### src/inc/fer_defines.svh
// Purpose: Constants for the front-end retired event qualifier
// Assumes: 100 MHz core clock, Avalon-MM word addressing in bytes
// Notes:   Included by bare name
`ifndef FER_DEFINES_SVH
`define FER_DEFINES_SVH

// ============================================================
// Register map (byte addresses)
`define FER_ADDR_QUAL_LO      6'h00
`define FER_ADDR_QUAL_HI      6'h04
`define FER_ADDR_FRONTEND_SUBEVENT_CODE       6'h08
`define FER_ADDR_COUNT        6'h0c
`define FER_ADDR_CTRL         6'h10
`define FER_ADDR_REC_ADDR_LO  6'h14
`define FER_ADDR_REC_ADDR_HI  6'h18
`define FER_ADDR_REC_STATUS   6'h1c
`define FER_ADDR_REC_RSVD     6'h20
`define FER_ADDR_REC_VALID    6'h24

// ============================================================
// Qualifier fields
`define FER_SUB_LSB           0
`define FER_SUB_MSB           7
`define FER_LEN_LSB           8
`define FER_LEN_MSB           19
`define FER_WID_LSB           20
`define FER_WID_MSB           22
`define FER_QUAL_MASK         32'h007f_ffff

// ============================================================
// Sub-event codes
`define FER_SUB_ANY_DSB       8'h01
`define FER_SUB_DSB_STARVE    8'h11
`define FER_SUB_L1I           8'h12
`define FER_SUB_L2            8'h13
`define FER_SUB_ITLB          8'h14
`define FER_SUB_STLB          8'h15
`define FER_SUB_BUBBLES       8'h06

// ============================================================
// Counter event select fields
`define FER_EVT_CODE          8'hc6
`define FER_EVT_UNIT_MASK         8'h01
`define FER_FRONTEND_SUBEVENT_CODE_MASK       32'h00ff_ffff
`define FER_CROSS_THREAD_COUNT_FLAG_BIT     21

// ============================================================
// Sampling record offsets and fields
`define FER_REC_OFS_ADDR      8'h98
`define FER_REC_OFS_STATUS    8'ha0
`define FER_REC_OFS_RSVD      8'ha8
`define FER_STORE_HIT_BIT     0
`define FER_ALLOC_SLOTS       3'h4

`endif

### src/inc/fer_pkg.sv
// Purpose: Types for the front-end retired event qualifier
// Assumes: fer_defines.svh holds the numbers
// Notes:   None
package fer_pkg;

	// Front-end condition strobes from the pipeline
	typedef struct packed {
		logic        any_decode_buffer_miss;
		logic        starve_starving_decode_buffer_miss;
		logic        instr_cache_true_miss;
		logic        second_cache_true_miss;
		logic        instr_tlb_true_miss;
		logic        second_level_tlb_true_miss;
		logic        secondary;
		logic [47:0] line_addr;
	} fer_fe_type;

	// Retirement slot
	typedef struct packed {
		logic        valid;
		logic        fused;
		logic        last_uop;
		logic        store_event;
		logic        l1_store_hit;
		logic        is_mem;
		logic [63:0] lin_addr;
	} fer_ret_type;

	// Whole state
	typedef struct packed {
		logic [1:0]  rst_sync;
		logic [22:0] qual;
		logic [23:0] frontend_subevent_code;
		logic        precise_sampling_en;
		logic        dla_en;
		logic [31:0] count;
		logic        pend;
		logic [47:0] last_line;
		logic        line_valid;
		logic [11:0] run;
		logic        bubble_hit;
		logic [63:0] rec_addr;
		logic [63:0] rec_status;
		logic [63:0] rec_rsvd;
		logic        rec_valid;
		logic        rsp;
		logic [31:0] rdata;
		logic        sample;
	} fer_state_type;

endpackage

### src/design/fer_qualifier.sv
// Purpose: Qualify and count retired instructions with front-end problems
// Assumes: Pipeline inputs are synchronous to i_clock
//
// The Avalon-MM interface to the registers and the placing of the registers were decided locally.
`timescale 1ns/10ps
`include "fer_defines.svh"

module fer_qualifier
#(
	parameter int CNT_W = 32
)
(
	// Clock and reset
	input  wire logic                  i_clock,
	input  wire logic                  i_arst_n,
	// Avalon-MM slave
	input  wire logic [5:0]            i_avs_address,
	input  wire logic                  i_avs_read,
	input  wire logic                  i_avs_write,
	input  wire logic [31:0]           i_avs_writedata,
	input  wire logic [3:0]            i_avs_byteenable,
	output logic      [31:0]           o_avs_readdata,
	output logic                       o_avs_waitrequest,
	// Front-end and retirement
	input  wire fer_pkg::fer_fe_type   i_fe,
	input  wire logic [2:0]            i_bubble_slots,
	input  wire logic                  i_backend_stall,
	input  wire fer_pkg::fer_ret_type  i_ret,
	// Sampling outputs
	output logic                       o_sample,
	output logic [63:0]                o_rec_addr,
	output logic [63:0]                o_rec_status,
	output logic [63:0]                o_rec_rsvd,
	output logic [CNT_W-1:0]           o_count
);

	initial
	begin
		if (CNT_W < 1 || CNT_W > 32)
			$error("CNT_W must be 1 to 32");
	end

	fer_pkg::fer_state_type s_q;
	fer_pkg::fer_state_type s_d;
	logic [1:0]             rs_q;
	logic                   rst_n;

	function automatic logic [31:0] merge(input logic [31:0] old, input logic [31:0] nw,
		input logic [3:0] be);
		logic [31:0] r;
		r = old;
		for (int i = 0; i < 4; i++)
			if (be[i])
				r[i*8 +: 8] = nw[i*8 +: 8];
		return r;
	endfunction

	// ============================================================
	// Reset release
	always_ff @(posedge i_clock or negedge i_arst_n)
	begin
		if (!i_arst_n)
			rs_q <= 2'h0;
		else
			rs_q <= {rs_q[0], 1'b1};
	end
	assign rst_n = rs_q[1];

	// ============================================================
	// Next state
	logic [7:0]  sub;
	logic [11:0] len_thr;
	logic [2:0]  wid_thr;
	logic        evt_sel_ok;
	logic        cond;
	logic        bubble_cyc;
	logic        new_line;
	logic        fire;
	logic        acc;
	logic [31:0] rd;
	logic [31:0] mw;

	always_comb
	begin
		s_d = s_q;
		s_d.rst_sync = 2'h0;
		mw = 32'h0;
		sub = s_q.qual[`FER_SUB_MSB:`FER_SUB_LSB];
		len_thr = s_q.qual[`FER_LEN_MSB:`FER_LEN_LSB];
		wid_thr = s_q.qual[`FER_WID_MSB:`FER_WID_LSB];
		// Cross-thread bit masked out of the match
		evt_sel_ok = s_q.frontend_subevent_code[7:0] == `FER_EVT_CODE
			&& s_q.frontend_subevent_code[15:8] == `FER_EVT_UNIT_MASK;
		// Secondary misses never qualify for the cache and TLB sub-events
		new_line = !i_fe.secondary
			&& !(s_q.line_valid && s_q.last_line == i_fe.line_addr);
		unique case (sub)
			`FER_SUB_ANY_DSB:    cond = i_fe.any_decode_buffer_miss;
			`FER_SUB_DSB_STARVE: cond = i_fe.starve_starving_decode_buffer_miss;
			`FER_SUB_L1I:        cond = i_fe.instr_cache_true_miss && new_line;
			`FER_SUB_L2:         cond = i_fe.second_cache_true_miss && new_line;
			`FER_SUB_ITLB:       cond = i_fe.instr_tlb_true_miss && new_line;
			`FER_SUB_STLB:       cond = i_fe.second_level_tlb_true_miss && new_line;
			default:             cond = 1'b0;
		endcase
		if ((i_fe.instr_cache_true_miss || i_fe.second_cache_true_miss || i_fe.instr_tlb_true_miss || i_fe.second_level_tlb_true_miss)
			&& !i_fe.secondary)
		begin
			s_d.last_line = i_fe.line_addr;
			s_d.line_valid = 1'b1;
		end
		// Bubble run tracking
		bubble_cyc = !i_backend_stall && i_bubble_slots <= `FER_ALLOC_SLOTS
			&& i_bubble_slots >= wid_thr && i_bubble_slots != 3'h0;
		if (sub == `FER_SUB_BUBBLES)
		begin
			if (bubble_cyc)
			begin
				if (s_q.run != 12'hfff)
					s_d.run = s_q.run + 12'h1;
				if (s_q.run + 12'h1 >= len_thr)
					cond = 1'b1;
			end
			else if (!i_backend_stall)
				s_d.run = 12'h0;
		end
		// Pending held until the next retiring instruction
		if (cond)
			s_d.pend = 1'b1;
		fire = 1'b0;
		if (i_ret.valid && i_ret.last_uop && (s_q.pend || cond))
		begin
			fire = evt_sel_ok;
			s_d.pend = 1'b0;
			s_d.run = 12'h0;
		end
		s_d.sample = fire && s_q.precise_sampling_en;
		if (fire)
			s_d.count = s_q.count + 32'h1;
		if (fire && s_q.precise_sampling_en && s_q.dla_en && i_ret.is_mem)
		begin
			s_d.rec_addr = i_ret.lin_addr;
			s_d.rec_status = 64'h0;
			s_d.rec_status[`FER_STORE_HIT_BIT] = i_ret.store_event
				&& i_ret.l1_store_hit;
			s_d.rec_rsvd = 64'h0;
			s_d.rec_valid = 1'b1;
		end
		// Bus slave: one-cycle wait then answer
		acc = (i_avs_read || i_avs_write) && !s_q.rsp;
		s_d.rsp = acc;
		rd = 32'h0;
		unique case (i_avs_address)
			`FER_ADDR_QUAL_LO:     rd = {9'h0, s_q.qual};
			`FER_ADDR_QUAL_HI:     rd = 32'h0;
			`FER_ADDR_FRONTEND_SUBEVENT_CODE:      rd = {8'h0, s_q.frontend_subevent_code};
			`FER_ADDR_COUNT:       rd = s_q.count;
			`FER_ADDR_CTRL:        rd = {30'h0, s_q.dla_en, s_q.precise_sampling_en};
			`FER_ADDR_REC_ADDR_LO: rd = s_q.rec_addr[31:0];
			`FER_ADDR_REC_ADDR_HI: rd = s_q.rec_addr[63:32];
			`FER_ADDR_REC_STATUS:  rd = s_q.rec_status[31:0];
			`FER_ADDR_REC_RSVD:    rd = s_q.rec_rsvd[31:0];
			`FER_ADDR_REC_VALID:   rd = {31'h0, s_q.rec_valid};
			default:               rd = 32'h0;
		endcase
		if (acc && i_avs_read)
		begin
			s_d.rdata = rd;
			if (i_avs_address == `FER_ADDR_REC_VALID)
				s_d.rec_valid = 1'b0;
		end
		if (acc && i_avs_write)
		begin
			unique case (i_avs_address)
				`FER_ADDR_QUAL_LO:
				begin
					mw = merge({9'h0, s_q.qual}, i_avs_writedata,
						i_avs_byteenable) & `FER_QUAL_MASK;
					s_d.qual = mw[22:0];
					s_d.run = 12'h0;
					s_d.pend = 1'b0;
				end
				`FER_ADDR_FRONTEND_SUBEVENT_CODE:
				begin
					mw = merge({8'h0, s_q.frontend_subevent_code}, i_avs_writedata,
						i_avs_byteenable);
					s_d.frontend_subevent_code = mw[23:0];
				end
				`FER_ADDR_COUNT:
					s_d.count = merge(s_q.count, i_avs_writedata, i_avs_byteenable);
				`FER_ADDR_CTRL:
					if (i_avs_byteenable[0])
					begin
						s_d.precise_sampling_en = i_avs_writedata[0];
						s_d.dla_en = i_avs_writedata[1];
					end
				default:
					s_d.rsp = acc;
			endcase
		end
		if (fire && acc && i_avs_write && i_avs_address == `FER_ADDR_COUNT)
			s_d.count = s_q.count + 32'h1;
	end

	// ============================================================
	// State register
	always_ff @(posedge i_clock or negedge i_arst_n)
	begin
		if (!i_arst_n)
			s_q <= '0;
		else if (!rst_n)
			s_q <= '0;
		else
			s_q <= s_d;
	end

	// ============================================================
	// Outputs
	assign o_avs_waitrequest = (i_avs_read || i_avs_write) && !s_q.rsp;
	assign o_avs_readdata    = s_q.rdata;
	assign o_sample          = s_q.sample;
	assign o_rec_addr        = s_q.rec_addr;
	assign o_rec_status      = s_q.rec_status;
	assign o_rec_rsvd        = s_q.rec_rsvd;
	assign o_count           = s_q.count[CNT_W-1:0];

endmodule

### config.mk
export PLATFORM = sky130hd
export DESIGN_NAME = fer_qualifier
export DESIGN_NICKNAME = d
export VERILOG_FILES = /design/src/inc/fer_pkg.sv /design/src/design/fer_qualifier.sv
export VERILOG_INCLUDE_DIRS = /design/src /design/src/inc
export SDC_FILE = /design/constraint.sdc
export NUM_CORES = 1
export LEC_CHECK = 0
export BUFFER_PORTS_ARGS = -buffer_cell sky130_fd_sc_hd__buf_2
export CORE_ASPECT_RATIO = 1.5
export CORE_MARGIN = 3
export CORE_UTILIZATION = 53
export CTS_CLUSTER_SIZE = 8
export DETAILED_ROUTE_END_ITERATION = 6
export PLACE_DENSITY = 0.88
export SLEW_MARGIN = 10
export SYNTH_ARGS = -nofsm -noshare
export SYNTH_HDL_FRONTEND = slang
export SYNTH_SLANG_ARGS = --single-unit
### constraint.sdc
create_clock -name i_clock -period 3.4 [get_ports i_clock]
set_input_delay 0.51 -clock i_clock [delete_from_list [all_inputs] [get_ports i_clock]]
set_output_delay 0.51 -clock i_clock [all_outputs]
set_load 0.01 [all_outputs]
==> results.md <==
* Hold Fails Final Rpt at 0
* Period utilisation layout at 102%
* Syn Area/Cell at around 8.6 µm²
* Port Buffers at 304
* Layout cells sized above 1 at 27.6%
* Register area at 6130 µm²
* Cells after synthesis at 1,726
* Number of synthesized flops with an enable pin at 0
* Period minus WS final at ~3.5 ns
* Placed insts at 2,227
* RSZ-0062 raised after global routing: yes
* Vias per cell at 5.95
* Die Y-Extent at 211 µm
* Crit path launch type: flop
* Worst path max stage delay at 0.41 ns
* Post-synthesis sequential area ratio at a little over 40%
* Largest net degree at the start of global routing at 95
* Synth Warn # at 0
* Post-synth top cells: nand2_1 (387), buf_4 (260), dfrtp_1 (245)
* Worst Tran Pin Value at between 1 and 1.5 ns
* First-pass GRT wire length at 71,200 µm
* Critical path class: flop to flop
* Area occupied by multi-input gates at 6910 µm²
* Hold_ws at 0.0294 ns
* DR iter-0 viols at 1,297
* Full die area at 30,100 µm²
* LEAKAGE at 7.93 nW
* Final Cell Area at roughly 17,000 µm²
* Type of the worst min-delay path: primary input to async pin
* Clk_lat worst skew at 0.53 ns
* Worst slew margin at 21.8%
* Synth top area share at 41.3%
* Longest Clk Path Bufs at 3
* Drt drc at 11
* Required @ worst endpoint at 3.79 ns
* Total core area at 27,400 µm²
* GRT overflow at 0
* Worst-path fanout max at 5
* Slew Viols, Final at 0
* Clock transition at path regs at 0.05 ns
* Top post-synthesis cells by area: dfrtp_1 (41%), buf_4 (13%), nand2_1 (9.8%)
* Vias post-DR at 13,611
* Worst Path Arrival at 3.87 ns
* Pwr per Cell Area at 406 nW/µm²
* Yosys top cell by area: dfrtp_1
* Drt pass-1 iters at 7
* CTS root buffer: clkbuf_16
* Aggregate global-route resource usage at between 30% and 40%
* Crit. End Element: flop
* Initial Util at 54.1%
* # fillers at about 2,300
* Ys async rst share at 100%
* Buf/Inv on CP at 2
* Initial antenna violation count at 10
* Status: complete, but fails checks
* R2r setup slk at -0.08 ns
* Area grow syn2layout at 15.0%
* Final Wtd Congestion at around 0.94
* Max Freq at 287 MHz
* Die W at 143 µm
* H-tree levels at 2
* Count of different cell masters after synthesis at 84
* Number of synthesized register bits at 245
* Cell Area, Placed at 15,600 µm²
* CTS tree: built
* Worst Clk Skew at roughly 0.02 ns
* CP delay by family, top: compound AO/OA/AOI/OAI gates
* CTS Buf Count at 36
* Top FF cell, synth: dfrtp_1
* Wire per inst at 21.7 µm
* Hpwl dp at 34,300 µm
* Row Count at 74
* Clock sinks at 245
* Post-Layout Cell Count at between 2,000 and 2,500
* Critical-path cell list: ha_2, and3_1, buf_4, nand4_1, xnor2_1, ha_1, a211oi_2, nand2_1, o311a_4, a211o_4, buf_6, a21oi_4, a32oi_1, a2111oi_2
* Most common cell in the netlist: nand2_1
* Vias in the first global route at 13,280
* Synth Cell Area at 14,800 µm²
* Nets at 2,128
* Final Total Pwr at 6.93 mW
* Final setup violation count at 8
* ANT nets after route at 0
* I/O pin count at 433
* Worst vdd ir at 0.407 mV
* Setup TNS Final at -0.270 ns
* Max-cap violations at 0
* Violated checks: design-rule violations, negative setup slack
* WL final at just under 50,000 µm
* Final WS setup at -0.0801 ns
* Slowest-stage cell, CP: o311a_4
[worst paths after layout]
| path | from | cells past startpoint | end |
|---|---|---|---|
| max | s_q[228] | 14 | o_count[13] |
| min | i_arst_n | 1 | o_rec_addr[1] |
| max reg2reg | s_q[228] | 14 | o_count[13] |
| min reg2reg | rs_q[0] | 0 | rs_q[1] |
| max in group asynchronous | i_arst_n | 2 | s_q[344] |
| min in group i_clock | i_ret[50] | 3 | o_rec_addr[50] |
[where the power goes]
| part | switching, mW | internal (mW) |
|---|---|---|
| clock network | 1.27 | 1.91 |
| logic | 0.459 | 0.237 |
| registers | 0.0576 | 2.99 |
[registers in the layout, summed over array words and instances, names as in the netlist]
name / count
o_count: 32
o_rec_addr: 64
o_avs_readdata: 32
len_thr: 12
rs_q: 2
o_sample: 1
s_q: 101
o_rec_status: 1
[repair_timing]
| action | in CTS | in global routing |
|---|---|---|
| hold buffers | 0 | 0 |
| cloned | 0 | 8 |
| setup endpoints to repair | 13 | 110 |
| gates resized for setup | 4 | 62 |
| buffers inserted | 1 | 5 |
| pin swaps | 6 | 30 |
[metrics by stage]
stage               utilization, %  setup WS, ns
finish                        62.2       -0.0801
global route                  62.2        -0.260
CTS                           60.6        0.0143
detailed placement            57.0       -0.0566
global placement              57.0       -0.0171
floorplan                        -         0.305
[layer usage]
layer	up-vias	part of all wire [%]	global-route usage, %
li1	5979	-	-
met1	6529	33	33.0
met2	841	50	52.3
met3	252	9.0	7.02
met4	10	8.1	17.8
met5	-	0.11	0
[cells in the final DEF, fill, tap and decap left out, types with 12 or more instances in the layout]
master | Yosys | routed
ha_1 | 17 | 16
conb_1 | 2 | 128
nor2_1 | 54 | 49
inv_1 | 37 | 36
a222oi_1 | 31 | 31
buf_2 | 8 | 303
nand4_1 | 20 | 20
buf_12 | 0 | 12
dfrtp_1 | 245 | 245
a21oi_2 | 2 | 22
nor3_1 | 25 | 22
o21ai_0 | 108 | 104
mux2_2 | 23 | 23
and3_1 | 14 | 13
xnor2_1 | 54 | 52
nand3_1 | 26 | 26
buf_4 | 260 | 71
clkbuf_16 | 0 | 41
a21oi_1 | 139 | 118
nand2_1 | 387 | 385
nor4_1 | 17 | 15
nand2b_1 | 12 | 12
[logic make-up after synthesis]
kind of cell / synth area share, %
AND/OR/NAND/NOR: 17.8
AO/OA/AOI/OAI: 16.4
other: 0.0506
multiplexers: 2.59
buffers and inverters: 17.0
flip-flops: 41.3
adder cells (fa/ha/maj): 1.43
XOR/XNOR: 3.37
[area by class of cell]
type	count	share of cell area, %
well taps	342	2.51
clock buffers	37	5.43
clock inverters	3	0.132
multi-input cells	1219	40.5
repair buffers	397	14.5
diodes	7	0.103
flip-flops and latches	245	36.0
inverters	37	0.829
Note: power is estimated with default switching activity, not from simulation.
